File: src/hw/i2csp_consts.vh
// Constants for the two-wire serial slave register port
// Functional notes
// - Start: data falls while clock high
// - First byte: seven address bits, direction bit
// - Selected only when received address matches own
// - Ninth clock: receiver pulls data low
// - Repeated start turns pointer write into read
// - Stop: data rises while clock high, ends
// - Own address 0011101, bytes 0x3B/0x3A
// - Works at 100 kHz and 400 kHz
// - Bytes shifted most significant bit first
// - Read: acknowledge address byte and index byte
// - After repeated start, return selected register
// - Burst read advances pointer after each ACK
// - Write: acknowledge address, index, data bytes (a data byte is refused while the write queue is full)
// - Store byte at pointer, then advance pointer
// - Idle bus: slave drives neither line
// - Drive data line only when addressed
// - Buffered mode read burst from 0x01 wraps
`ifndef I2CSP_CONSTS_VH
`define I2CSP_CONSTS_VH

// Bus address and direction
`define I2CSP_DEV_ADDR     7'h1D
`define I2CSP_RD_BYTE      8'h3B
`define I2CSP_WR_BYTE      8'h3A
`define I2CSP_DIR_READ     1'b1

// Byte framing
`define I2CSP_BYTE_BITS    4'h8
`define I2CSP_LAST_TX_BIT  4'h7
`define I2CSP_MSB          7

// Register pointer
`define I2CSP_PTR_RESET    8'h00
`define I2CSP_PTR_STEP     8'h01
`define I2CSP_ROOT_PTR     8'h01
`define I2CSP_ROOT_LAST    8'h06

// Timing: system clock and data hold after the clock's falling edge
`define I2CSP_CLK_MHZ      10
`define I2CSP_NS_PER_US    1000
`define I2CSP_STD_KHZ      100
`define I2CSP_FAST_KHZ     400
`define I2CSP_HOLD_NS      300
`define I2CSP_HOLD_CYC     (((`I2CSP_HOLD_NS * `I2CSP_CLK_MHZ) + `I2CSP_NS_PER_US - 1) / `I2CSP_NS_PER_US)
`define I2CSP_FAST_LOW_NS  1300
`define I2CSP_FAST_LOW_CYC ((`I2CSP_FAST_LOW_NS * `I2CSP_CLK_MHZ) / `I2CSP_NS_PER_US)

// Write queue
`define I2CSP_FIFO_DEPTH   16
`define I2CSP_FIFO_AW      4

`endif

File: src/hw/i2csp_sync.v
// Two-flop synchroniser for the bus pins
`timescale 1ns/100ps
module i2csp_sync #(
   parameter WIDTH = 2
) (
   input  wire             i_clk,
   input  wire             i_srst,
   input  wire [WIDTH-1:0] i_async,
   output reg  [WIDTH-1:0] o_sync
);

   reg [WIDTH-1:0] meta;

   // Reset to released lines so no false edge appears after reset
   always @(posedge i_clk) begin
      if (i_srst) begin
         meta   <= {WIDTH{1'b1}};
         o_sync <= {WIDTH{1'b1}};
      end else begin
         meta   <= i_async;
         o_sync <= meta;
      end
   end

endmodule

File: src/hw/i2csp_fifo.v
// Flop-based FIFO with a registered output stage
`timescale 1ns/100ps
module i2csp_fifo #(
   parameter WIDTH = 16,
   parameter DEPTH = 16,
   parameter AW    = 4
) (
   input  wire             i_clk,
   input  wire             i_srst,
   input  wire             i_in_valid,
   output wire             o_in_ready,
   input  wire [WIDTH-1:0] i_in_data,
   output reg              o_out_valid,
   input  wire             i_out_ready,
   output reg  [WIDTH-1:0] o_out_data
);

   localparam integer FULL_I = DEPTH;
   localparam [AW:0]  FULL   = FULL_I[AW:0];

   reg [WIDTH-1:0] mem [0:DEPTH-1];
   reg [AW-1:0]    wp;
   reg [AW-1:0]    rp;
   reg [AW:0]      cnt;

   // Pointers wrap naturally, so DEPTH must be a power of two
   wire push = i_in_valid && o_in_ready;
   wire pop  = (cnt != {(AW+1){1'b0}}) && (!o_out_valid || i_out_ready);

   assign o_in_ready = (cnt != FULL);

   // Storage write, output stage refill and occupancy count
   always @(posedge i_clk) begin
      if (i_srst) begin
         wp          <= {AW{1'b0}};
         rp          <= {AW{1'b0}};
         cnt         <= {(AW+1){1'b0}};
         o_out_valid <= 1'b0;
         o_out_data  <= {WIDTH{1'b0}};
      end else begin
         if (push) begin
            mem[wp] <= i_in_data;
            wp      <= wp + 1'b1;
         end
         if (pop) begin
            o_out_data <= mem[rp];
            rp         <= rp + 1'b1;
         end
         if (pop)
            o_out_valid <= 1'b1;
         else if (i_out_ready)
            o_out_valid <= 1'b0;
         case ({push, pop})
            2'b10:   cnt <= cnt + 1'b1;
            2'b01:   cnt <= cnt - 1'b1;
            default: cnt <= cnt;
         endcase
      end
   end

endmodule

File: src/hw/i2csp_top.v
// Two-wire serial slave giving a bus master access to a byte register space
`timescale 1ns/100ps
`include "i2csp_consts.vh"
module i2csp_top #(
   parameter FIFO_DEPTH = `I2CSP_FIFO_DEPTH,
   parameter FIFO_AW    = `I2CSP_FIFO_AW
) (
   input  wire       I_CLK_SYS,
   input  wire       I_SRST,
   input  wire       i_SCL,
   input  wire       i_SDA,
   output reg        o_SDA_OUT,
   output reg        o_SDA_OE,
   output reg  [7:0] o_RD_ADDR,
   input  wire [7:0] i_RD_DATA,
   output wire       o_WR_VALID,
   input  wire       i_WR_READY,
   output wire [7:0] o_WR_ADDR,
   output wire [7:0] o_WR_DATA,
   input  wire       i_FIFO_MODE,
   output reg        o_BUSY,
   output reg        o_SELECTED
);

   // Protocol states
   localparam [2:0] ST_IDLE    = 3'h0;
   localparam [2:0] ST_ADDR    = 3'h1;
   localparam [2:0] ST_ACK_AD  = 3'h2;
   localparam [2:0] ST_RX      = 3'h3;
   localparam [2:0] ST_ACK_RX  = 3'h4;
   localparam [2:0] ST_TX      = 3'h5;
   localparam [2:0] ST_ACK_TX  = 3'h6;
   localparam [2:0] ST_IGNORE  = 3'h7;

   // Hold delay keeps data stable past the clock fall at either bus rate
   localparam integer HOLD_CYC_I = `I2CSP_HOLD_CYC;
   localparam [3:0]   HOLD_CYC   = HOLD_CYC_I[3:0];

   reg  [2:0]  state;
   reg  [3:0]  bitcnt;
   reg  [7:0]  shreg;
   reg         dir_read;
   reg         index_phase;
   reg         root_burst;
   reg         master_ack;
   reg         drv_pend;
   reg  [3:0]  hold_cnt;
   reg         scl_q;
   reg         sda_q;
   reg         wr_push;
   reg  [15:0] wr_word;
   wire [1:0]  pins_sync;
   wire        scl_s;
   wire        sda_s;
   wire        fifo_ready;
   wire [15:0] fifo_out;

   // Pointer advance; in buffered mode a read burst from the root wraps
   function [7:0] ptr_next;
      input [7:0] ptr;
      input       wrap;
      begin
         if (wrap && (ptr == `I2CSP_ROOT_LAST))
            ptr_next = `I2CSP_ROOT_PTR;
         else
            ptr_next = ptr + `I2CSP_PTR_STEP;
      end
   endfunction

   // Both pins come from outside this clock domain
   i2csp_sync #(
      .WIDTH   (2)
   ) u_sync (
      .i_clk   (I_CLK_SYS),
      .i_srst  (I_SRST),
      .i_async ({i_SCL, i_SDA}),
      .o_sync  (pins_sync)
   );

   assign scl_s = pins_sync[1];
   assign sda_s = pins_sync[0];

   // Previous sampled levels for edge and condition detection
   always @(posedge I_CLK_SYS) begin
      if (I_SRST) begin
         scl_q <= 1'b1;
         sda_q <= 1'b1;
      end else begin
         scl_q <= scl_s;
         sda_q <= sda_s;
      end
   end

   wire scl_rise = scl_s & ~scl_q;
   wire scl_fall = ~scl_s & scl_q;
   wire bus_start = scl_s & scl_q & sda_q & ~sda_s;
   wire bus_stop  = scl_s & scl_q & ~sda_q & sda_s;

   // Written bytes queue up as {pointer, data} for the register file
   i2csp_fifo #(
      .WIDTH       (16),
      .DEPTH       (FIFO_DEPTH),
      .AW          (FIFO_AW)
   ) u_fifo (
      .i_clk       (I_CLK_SYS),
      .i_srst      (I_SRST),
      .i_in_valid  (wr_push),
      .o_in_ready  (fifo_ready),
      .i_in_data   (wr_word),
      .o_out_valid (o_WR_VALID),
      .i_out_ready (i_WR_READY),
      .o_out_data  (fifo_out)
   );

   assign o_WR_ADDR = fifo_out[15:8];
   assign o_WR_DATA = fifo_out[7:0];

   // Protocol engine; drive changes at clock falls are queued in drv_pend and
   // applied after the hold delay so the master sees clean hold time
   always @(posedge I_CLK_SYS) begin
      if (I_SRST) begin
         state       <= ST_IDLE;
         bitcnt      <= 4'h0;
         shreg       <= 8'h00;
         dir_read    <= 1'b0;
         index_phase <= 1'b0;
         root_burst  <= 1'b0;
         master_ack  <= 1'b0;
         drv_pend    <= 1'b0;
         hold_cnt    <= 4'h0;
         o_SDA_OUT   <= 1'b0;
         o_SDA_OE    <= 1'b0;
         o_RD_ADDR   <= `I2CSP_PTR_RESET;
         o_BUSY      <= 1'b0;
         o_SELECTED  <= 1'b0;
         wr_push     <= 1'b0;
         wr_word     <= 16'h0000;
      end else begin
         wr_push   <= 1'b0;
         o_SDA_OUT <= 1'b0;
         // Delayed pin update, one output-enable level update per queued change
         if (hold_cnt != 4'h0) begin
            hold_cnt <= hold_cnt - 4'h1;
            if (hold_cnt == 4'h1)
               o_SDA_OE <= drv_pend;
         end
         if (bus_stop) begin
            // End of transaction; bus idle, lines released
            state      <= ST_IDLE;
            o_BUSY     <= 1'b0;
            o_SELECTED <= 1'b0;
            o_SDA_OE   <= 1'b0;
            drv_pend   <= 1'b0;
            hold_cnt   <= 4'h0;
         end else if (bus_start) begin
            // First or repeated start; pointer is kept across a repeat
            state      <= ST_ADDR;
            o_BUSY     <= 1'b1;
            o_SELECTED <= 1'b0;
            bitcnt     <= 4'h0;
            o_SDA_OE   <= 1'b0;
            drv_pend   <= 1'b0;
            hold_cnt   <= 4'h0;
         end else begin
            case (state)
               ST_IDLE: begin
                  drv_pend <= 1'b0;
               end
               ST_ADDR, ST_RX: begin
                  if (scl_rise && (bitcnt != `I2CSP_BYTE_BITS)) begin
                     shreg  <= {shreg[6:0], sda_s};
                     bitcnt <= bitcnt + 4'h1;
                  end else if (scl_fall && (bitcnt == `I2CSP_BYTE_BITS)) begin
                     bitcnt   <= 4'h0;
                     hold_cnt <= HOLD_CYC;
                     if (state == ST_ADDR) begin
                        if (shreg[7:1] == `I2CSP_DEV_ADDR) begin
                           dir_read    <= shreg[0];
                           o_SELECTED  <= 1'b1;
                           index_phase <= 1'b1;
                           drv_pend    <= 1'b1;
                           state       <= ST_ACK_AD;
                        end else begin
                           drv_pend <= 1'b0;
                           state    <= ST_IGNORE;
                        end
                     end else if (index_phase) begin
                        // Index byte loads the pointer
                        index_phase <= 1'b0;
                        o_RD_ADDR   <= shreg;
                        drv_pend    <= 1'b1;
                        state       <= ST_ACK_RX;
                     end else if (fifo_ready) begin
                        // Data byte stored at the pointer, then advance
                        wr_push   <= 1'b1;
                        wr_word   <= {o_RD_ADDR, shreg};
                        o_RD_ADDR <= ptr_next(o_RD_ADDR, 1'b0);
                        drv_pend  <= 1'b1;
                        state     <= ST_ACK_RX;
                     end else begin
                        // Queue full: refuse the byte so the master knows
                        drv_pend <= 1'b0;
                        state    <= ST_IGNORE;
                     end
                  end
               end
               ST_ACK_AD: begin
                  // Release after the acknowledge clock, or start sending
                  if (scl_fall) begin
                     hold_cnt <= HOLD_CYC;
                     if (dir_read == `I2CSP_DIR_READ) begin
                        shreg      <= i_RD_DATA;
                        drv_pend   <= ~i_RD_DATA[`I2CSP_MSB];
                        root_burst <= i_FIFO_MODE && (o_RD_ADDR == `I2CSP_ROOT_PTR);
                        bitcnt     <= 4'h0;
                        state      <= ST_TX;
                     end else begin
                        drv_pend <= 1'b0;
                        state    <= ST_RX;
                     end
                  end
               end
               ST_ACK_RX: begin
                  if (scl_fall) begin
                     hold_cnt <= HOLD_CYC;
                     drv_pend <= 1'b0;
                     state    <= ST_RX;
                  end
               end
               ST_TX: begin
                  // Shift out on each falling clock edge
                  if (scl_fall) begin
                     hold_cnt <= HOLD_CYC;
                     if (bitcnt == `I2CSP_LAST_TX_BIT) begin
                        drv_pend <= 1'b0;
                        state    <= ST_ACK_TX;
                     end else begin
                        bitcnt   <= bitcnt + 4'h1;
                        shreg    <= {shreg[6:0], 1'b0};
                        drv_pend <= ~shreg[`I2CSP_MSB-1];
                     end
                  end
               end
               ST_ACK_TX: begin
                  // Master acknowledge sampled in the clock's high phase
                  if (scl_rise) begin
                     master_ack <= ~sda_s;
                     if (~sda_s)
                        o_RD_ADDR <= ptr_next(o_RD_ADDR, root_burst);
                  end else if (scl_fall) begin
                     hold_cnt <= HOLD_CYC;
                     bitcnt   <= 4'h0;
                     if (master_ack) begin
                        shreg    <= i_RD_DATA;
                        drv_pend <= ~i_RD_DATA[`I2CSP_MSB];
                        state    <= ST_TX;
                     end else begin
                        // No acknowledge: wait for the stop
                        drv_pend <= 1'b0;
                        state    <= ST_IGNORE;
                     end
                  end
               end
               ST_IGNORE: begin
                  // Bus stays untouched until the next start or stop
                  drv_pend <= 1'b0;
               end
               default: begin
                  state <= ST_IDLE;
               end
            endcase
         end
      end
   end

endmodule

File: config.mk
export PLATFORM = sky130hd
export DESIGN_NAME = i2csp_top
export DESIGN_NICKNAME = d
export VERILOG_FILES = /design/src/hw/i2csp_sync.v /design/src/hw/i2csp_fifo.v /design/src/hw/i2csp_top.v
export VERILOG_INCLUDE_DIRS = /design/src /design/src/hw
export SDC_FILE = /design/constraint.sdc
export NUM_CORES = 1
export LEC_CHECK = 0
export BUFFER_PORTS_ARGS = -buffer_cell sky130_fd_sc_hd__buf_2
export CAP_MARGIN = 20
export CORE_UTILIZATION = 35
export DETAILED_ROUTE_END_ITERATION = 7
export PLACE_DENSITY_LB_ADDON = 0.12
export REMOVE_ABC_BUFFERS = 1
export SKIP_LAST_GASP = 1
export SLEW_MARGIN = 20
export SYNTH_ARGS = -nofsm -noshare
export SYNTH_HDL_FRONTEND = slang
export SYNTH_SLANG_ARGS = --single-unit
File: constraint.sdc
create_clock -name I_CLK_SYS -period 3.5 [get_ports I_CLK_SYS]
set_input_delay 0 -clock I_CLK_SYS [delete_from_list [all_inputs] [get_ports I_CLK_SYS]]
set_output_delay 0 -clock I_CLK_SYS [all_outputs]
set_load 0.005 [all_outputs]
==> results of run 1 <==
[cells in the mapped netlist (all sizes together), types with 3 or more instances]
master,number,area (um^2)
nor2b,6,37.5
nand4,5,31.3
xor2,8,70.1
nand2,80,300
and3,3,18.8
ha,15,188
mux4,80,1800
a31oi,5,31.3
or2,9,56.3
nand4b,3,26.3
nor2,54,203
o21a,3,22.5
edfxtp,256,7690
and3b,3,26.3
nand2b,13,81.3
a211oi,8,60.1
a221o,3,30.0
nor4,4,31.3
dfxtp,88,1760
a311oi,8,70.1
a21oi,61,305
a221oi,4,41.3
a21boi,3,22.5
clkinv,10,37.5
nor3,10,66.3
xnor2,5,43.8
mux2,3,33.8
o21ai,32,168
buf,25,141
or3,7,43.8
mux2i,8,80.1
or4,5,45.0
nand3,15,75.1
clkbuf,25,93.8
inv,26,97.6
o211ai,3,22.5
nand3b,6,48.8
o31ai,3,36.3
[repair_timing]
action / in CTS / in global routing
hold buffers: 13 / 0
hold endpoints to repair: 14 / 0
setup buffers: 0 / 0
gates resized for setup: 0 / 0
[final timing paths]
kind / endpoint / slack [ns] / depth (start not counted)
min reg2reg: u_sync.o_sync[0] / 0.41 / 1
min: u_sync.meta[0] / 0.20 / 3
max: u_fifo.cnt[4] / 0.44 / 11
max reg2reg: u_fifo.cnt[4] / 0.44 / 11
[layout make-up]
type / instances / share of cell area
tap: 525 / 0.0395
sequential: 344 / 0.569
clock buffer: 54 / 0.0640
multi-input combinational: 508 / 0.268
clock inverter: 18 / 0.0123
inverter: 36 / 0.00813
timing repair buffer: 90 / 0.0395
[stage by stage]
step           power [uW]  hold slack (ns)  TNS, ns
2_1_floorplan        5910           0.0691   -10.30
3_3_place_gp         6440            0.186        0
3_5_place_dp         6440            0.190        0
4_1_cts             10500            0.187        0
5_1_grt             10800            0.187        0
6_report            10300            0.204        0
[report_power, final]
| part | internal [uW] | switching (uW) |
|---|---|---|
| registers | 4480 | 216 |
| clock network | 2430 | 1610 |
| logic | 878 | 743 |
[state kept, by name (all words and copies together) (netlist names), 2 cells and up]
signal,cells
u_fifo.wp,4
u_fifo.mem,256
o_RD_ADDR,8
state,3
u_sync.o_sync,2
hold_cnt,4
wr_word,16
u_fifo.cnt,5
bitcnt,4
u_sync.meta,2
u_fifo.rp,4
u_fifo.o_out_data,16
shreg,8
[layer usage]
layer / GRT usage / up-vias / wire length (um)
li1: - / 3806 / -
met1: 0.227 / 4144 / 15500
met2: 0.287 / 137 / 16800
met3: 0.0235 / 45 / 1070
met4: 0.0411 / 0 / 606
met5: 0 / - / 0
[worst min-delay path: cells and delay by family]
kind,cells,cell delay (ns)
buffers and inverters,2,0.61
AND/OR/NAND/NOR,1,0.09
[cells by family after synthesis]
kind of cell | count (synthesis)
AO/OA/AOI/OAI | 156
XOR/XNOR | 13
buffers and inverters | 86
AND/OR/NAND/NOR | 232
other | 1
multiplexers | 91
flip-flops | 344
adder cells (fa/ha/maj) | 15
==> impl_results.md, run 1 <==
- Crit-path max cell delay: between 0.4 and 0.5 ns
- DRT iter0 DRCs: 456
- WL final: ~34000 um
- Required @ worst endpoint: 3.91 ns
- Arrival @ worst endpoint: between 3 and 4 ns
- Tmin final: 3.06 ns
- Vias per cell: 5.16
- Seq cells post-synth: approximately 340
- Wire length per cell: 21.6 um
- Top delay family on crit path: simple AND/OR/NAND/NOR gates
- Avg Cell Area, Syn: between 15 and 20 um^2
- Drt pass-1 iters: 5
- Register area: 9450 um^2
- Hold_sp: i_SDA
- CP max-delay cell: nor4_2
- Worst skew pair latency: 0.54 ns
- Remaining DRCs: 0
- Unrepaired setup endpoints after global routing: no
- Simple-Gate Fraction of Synth Area: 0.0823
- Fillers: 3632
- Post-synthesis adder-cell area fraction: 0.0132
- Clock transition at path regs: 0.06 ns
- Final Slew Violations: 0
- EDFF count, synth: 256
- Clock Root Buffer: clkbuf_16
- Largest family of logic cells by synthesized area: multiplexers
- Sequential share of the synthesized area: 0.664
- Critical Setup Path Class: reg2reg
- Compound-gate portion of the synthesized area: 0.0712
- Crit path capture type: flop
- Max Root-Sink Buffers: 3
- Max Cap Viol: 0
- Post-synth top flop: edfxtp_1
- Initial antenna violation count: 0
- Peak VDD IR: 349 uV
- Place WS: 0.460 ns
- Ys Warns: 0
- Die area: a little over 40000 um^2
- Die X: 204 um
- Number of CTS-inserted buffers: 39
- Boundary pin count: 43
- GR Util All Layers: 0.169
- Final core utilization: 0.416
- Vias in the first global route: 8452
- Placed insts: 1490
- Status: complete, no violations
- Commonest non-fill, non-tap cell in the layout: edfxtp_1
- Global-route wire length before repair: 52000 um
- CTS sink cnt: 344
- WP buf/inv: 1
- Clock skew: ~0.022 ns
- Final hold vios: 0
- Cell Area, Synth: 14200 um^2
- Area grow syn2layout: 16.8%
- Cells after synthesis: 938
- Maximum clock rate: between 300 and 400 MHz
- CORE AREA: 39900 um^2
- Largest net degree at the start of global routing: 69
- Final period util: 0.874
- Multiplexer share of the synthesized area: 0.135
- Final Setup Violations: 0
- Detail Route Antenna Nets: 0
- Post-DP Area: approximately 15000 um^2
- Crit Path Max Fanout: 8
- Layout cell share with drive strength beyond 1: 0.245
- Finished Cell Area: 16600 um^2
- Commonest cells after routing, fill and taps aside: 256 x edfxtp_1, 86 x dfxtp_1, 80 x nand2_1, 80 x mux4_2, 61 x a21oi_1
- CTS H-tree lvls: 2
- Synth async-reset ratio: 0
- Critical path, cell by cell: nor4_2, a21boi_1, inv_1, ha_1, xor2_1, ha_1, or3b_2, a21oi_1, o21bai_1, a21oi_1, mux2_2
- Final GP Congestion: 0.778
- Initial Util: 0.356
- Yosys cell types: between 70 and 80
- Core Rows: 73
- CP Launch Type: flop
- Least-Margin Pin Slew: between 0.9 and 1 ns
- I/O Buffers: 41
- Nets: between 1000 and 1500
- Multi-input logic area: 4450 um^2
- PwrDens: ~620 nW/um^2
- Worst setup margin: 0.440 ns
- Die Span Y: 204 um
- Ant. Diodes: 0
- CTS tree: done
- Min-Delay Path Class: in2reg
- Reg-to-Reg Start: u_fifo.cnt[0]
- P_leak: between 0.005 and 0.006 uW
- Critical Path Source: u_fifo.cnt[0]
- Xor/xnor share of the synthesized area: 0.00800
- Slew headroom: 0.364
- Grt ovf: 0
- DP Wirelength: 21000 um
- Finished Layout Cells: 1575
- Detailed-route via count: about 8000
(Power assumes the default switching activity.)
==> run 2: changes to the inputs <==
--- a/config.mk
+++ b/config.mk
@@ -16,4 +16,5 @@
 export SLEW_MARGIN = 20
 export SYNTH_ARGS = -nofsm -noshare
 export SYNTH_HDL_FRONTEND = slang
+export SYNTH_HIERARCHICAL = 1
 export SYNTH_SLANG_ARGS = --single-unit
==> impl_results.md, run 2 <==
- PwrDens: 615 nW/um^2
- Yosys top cell area share: 0.537
- Top delay family on crit path: adder cells
- Worst r2r dst: u_fifo/cnt[4]
- Area grow syn2layout: 15.1%
- Arrival @ worst endpoint: roughly 3.3 ns
- Internal Power: 7490 uW
- Sequential share of the synthesized area: 0.660
- Least-Margin Pin Slew: 1.07 ns
- Grt ovf: 0
- Die X: 204 um
- Final GP Congestion: 0.813
- Layout cell share with drive strength beyond 1: 0.175
- Final Setup Violations: 0
- Crit-path max cell delay: 0.52 ns
- WL final: 32800 um
- Max Cap Viol: 0
- Count leader, synth: edfxtp_1
- Synth top cells by count: 256 x edfxtp_1, 92 x nor2_1, 88 x dfxtp_1, 88 x mux2i_1, 38 x nand2_1
- Detail Route Antenna Nets: 0
- Cells after synthesis: 984
- Vias per cell: 5.18
- Detailed-route via count: 8319
- Max FFs per register: 256
- Tmin final: 2.88 ns
- Ys Warns: 6
- Final Slew Violations: 0
- Worst skew pair latency: 0.54 ns
- Largest net degree at the start of global routing: 49
- Commonest cells after routing, fill and taps aside: 256 x edfxtp_1, 88 x mux2i_1, 86 x dfxtp_1
- Comb pwr share: 0.162
- Ant. Diodes: 0
- Slew headroom: 0.288
- Required @ worst endpoint: 3.91 ns
- P_leak: 0.00540 uW
- Switching part of the total: 0.261
- Clock Power Share: 0.383
- EDFF count, synth: about 260
- Nets: 1080
- Remaining DRCs: 0
- Initial Util: 0.358
- Status: complete, no violations
- Unrepaired setup endpoints after global routing: no
- Global-route wire length before repair: slightly above 50000 um
- Worst setup margin: a little over 0.6 ns
- Reg2Reg Depth: 9
- Min-Delay Path Class: in2reg
- CTS sink cnt: 344
- CP Launch Type: flop
- Critical Setup Path Class: reg2reg
- Die area: between 40000 and 50000 um^2
- Worst setup path end: u_fifo/cnt[4]
- Place WS: 0.612 ns
- Avg Cell Area, Syn: 14.6 um^2
- Psw: 2650 uW
- Initial antenna violation count: 0
- Boundary pin count: 43
- Fillers: 3746
- Commonest non-fill, non-tap cell in the layout: edfxtp_1
- Post-synth top flop: edfxtp_1
- Core Rows: 73
- Final hold vios: 0
- Peak VDD IR: 282 uV
- Reg2Reg Setup Slack: 0.62 ns
- DRT iter0 DRCs: around 430
- Final period util: 0.822
- WP buf/inv: 1
- GR Util All Layers: 0.163
- CTS H-tree lvls: 2
- Number of CTS-inserted buffers: 40
- Ranking of synthesized cells by area: edfxtp_1 54%, dfxtp_1 12%, mux2i_1 6.1%
- Cell Area, Synth: 14300 um^2
- Critical path, cell by cell: nor4_4, a21oi_1, inv_1, ha_1, ha_1, a21o_1, a21oi_1, mux2i_1, mux2_2
- CP max-delay cell: nor4_4
- Max Root-Sink Buffers: 3
- Yosys cell types: between 70 and 80
- Drt pass-1 iters: 4
- Reg-to-Reg Start: u_fifo/cnt[0]
- Vias in the first global route: slightly above 8000
- Regs by FF count: u_fifo/mem: 256 flops, u_fifo/o_out_data: 16 flops, wr_word: 16 flops
- Area leader, netlist: edfxtp_1
- Die Span Y: 204 um
- I/O Buffers: ~40
- Clock transition at path regs: 0.06 ns
- Synth async-reset ratio: 0
- Total Power: 10100 uW
- Critical Path Source: u_fifo/cnt[0]
- Stages on worst setup path: 9
- Clock skew: 0.0194 ns
- Reg with most FFs: u_fifo/mem
- Maximum clock rate: 348 MHz
- Clock Root Buffer: clkbuf_16
- Seq cells post-synth: 344
- CORE AREA: 40000 um^2
- Wire length per cell: 20.4 um
- Crit Path Max Fanout: 6
- Cts repair resizes: 0
- Crit path capture type: flop
- CTS tree: done
- Sequential power share: 0.455
- DP Wirelength: a little over 20000 um
run 2: cell types whose count changed in the layout (fill, tap and decap cells not counted), sizes merged, moves of 8 or more:
cell | before | now
a21oi | 61 | 35
a22oi | 2 | 16
a311oi | 8 | 16
buf | 77 | 69
clkinv | 21 | 10
inv | 27 | 17
mux2i | 8 | 88
mux4 | 80 | 32
nand2 | 80 | 38
nor2 | 54 | 93
nor2b | 6 | 17
nor3 | 10 | 20
o21ai | 32 | 8
o22ai | 2 | 35
run 2: metrics by stage:
stage	cells	setup TNS (ns)	cell area, um^2	hold WS, ns	util
6_report	1605	0	16500	0.0377	0.412
5_1_grt	1605	0	16500	0.0971	0.412
4_1_cts	1605	0	16500	0.0246	0.412
3_5_place_dp	1520	0	15200	0.181	0.379
3_3_place_gp	1520	0	15200	0.179	0.379
2_1_floorplan	926	-9.32	14000	0.0691	-
run 2: logic make-up (layout without fill, tap and decap cells):
family | count (synthesis) | in the layout | share of synthesized area
and+or+nand+nor | 245 | 245 | 0.0884
xor gates and xnor gates | 12 | 12 | 0.00734
adders and majority gates | 17 | 17 | 0.0154
buffers and inverters | 74 | 170 | 0.0267
DFF | 344 | 344 | 0.660
other | 1 | 1 | 0.000262
muxes | 129 | 129 | 0.120
AOI/OAI and AO/OA | 162 | 162 | 0.0825
run 2: layer usage:
| metal | share of wire | track usage |
|---|---|---|
| met3 | 0.041 | 0.0252 |
| met1 | 0.47 | 0.226 |
| met2 | 0.46 | 0.262 |
| met4 | 0.022 | 0.0477 |
| met5 | 0 | 0 |
run 2: worst min path at each step:
| stage | start | end | slack [ns] | cells after the start |
|---|---|---|---|---|
| floorplan | I_SRST | bitcnt[1] | 0.07 | 1 |
| global placement | i_SDA | u_sync/meta[0] | 0.18 | 2 |
| detailed placement | i_SCL | u_sync/meta[1] | 0.18 | 2 |
| CTS | i_RD_DATA[0] | shreg[0] | 0.02 | 4 |
| global route | i_RD_DATA[0] | shreg[0] | 0.1 | 4 |
| finish | i_RD_DATA[0] | shreg[0] | 0.04 | 4 |
run 2: cell type report:
class,count,area [um^2],area share
clock buffers,59,1080,0.0656
clock inverters,14,133,0.00804
inverters,16,60.1,0.00364
multi-input cells,566,4540,0.275
flip-flops and latches,344,9450,0.573
well taps,525,657,0.0398
repair buffers,81,563,0.0341
run 2: power groups by stage:
stage,Combinational [uW],Sequential (uW),Clock [uW]
2_1_floorplan,1090,4740,0
3_5_place_dp,1660,4710,0
6_report,1640,4610,3880
3_3_place_gp,1660,4700,0
5_1_grt,1820,4640,4160
4_1_cts,1670,4620,4010
run 2: timing repair:
item                                   4_1_cts  5_1_grt
endpoints found under the hold margin       26        0
buffers inserted                             0        0
hold buffers                                12        0
run 2: worst min-delay path, cell delays in order:
cell and delay [ns]:
buf_2 0.09, nor2_1 0.04, nor3_1 0.21, mux2_2 0.18
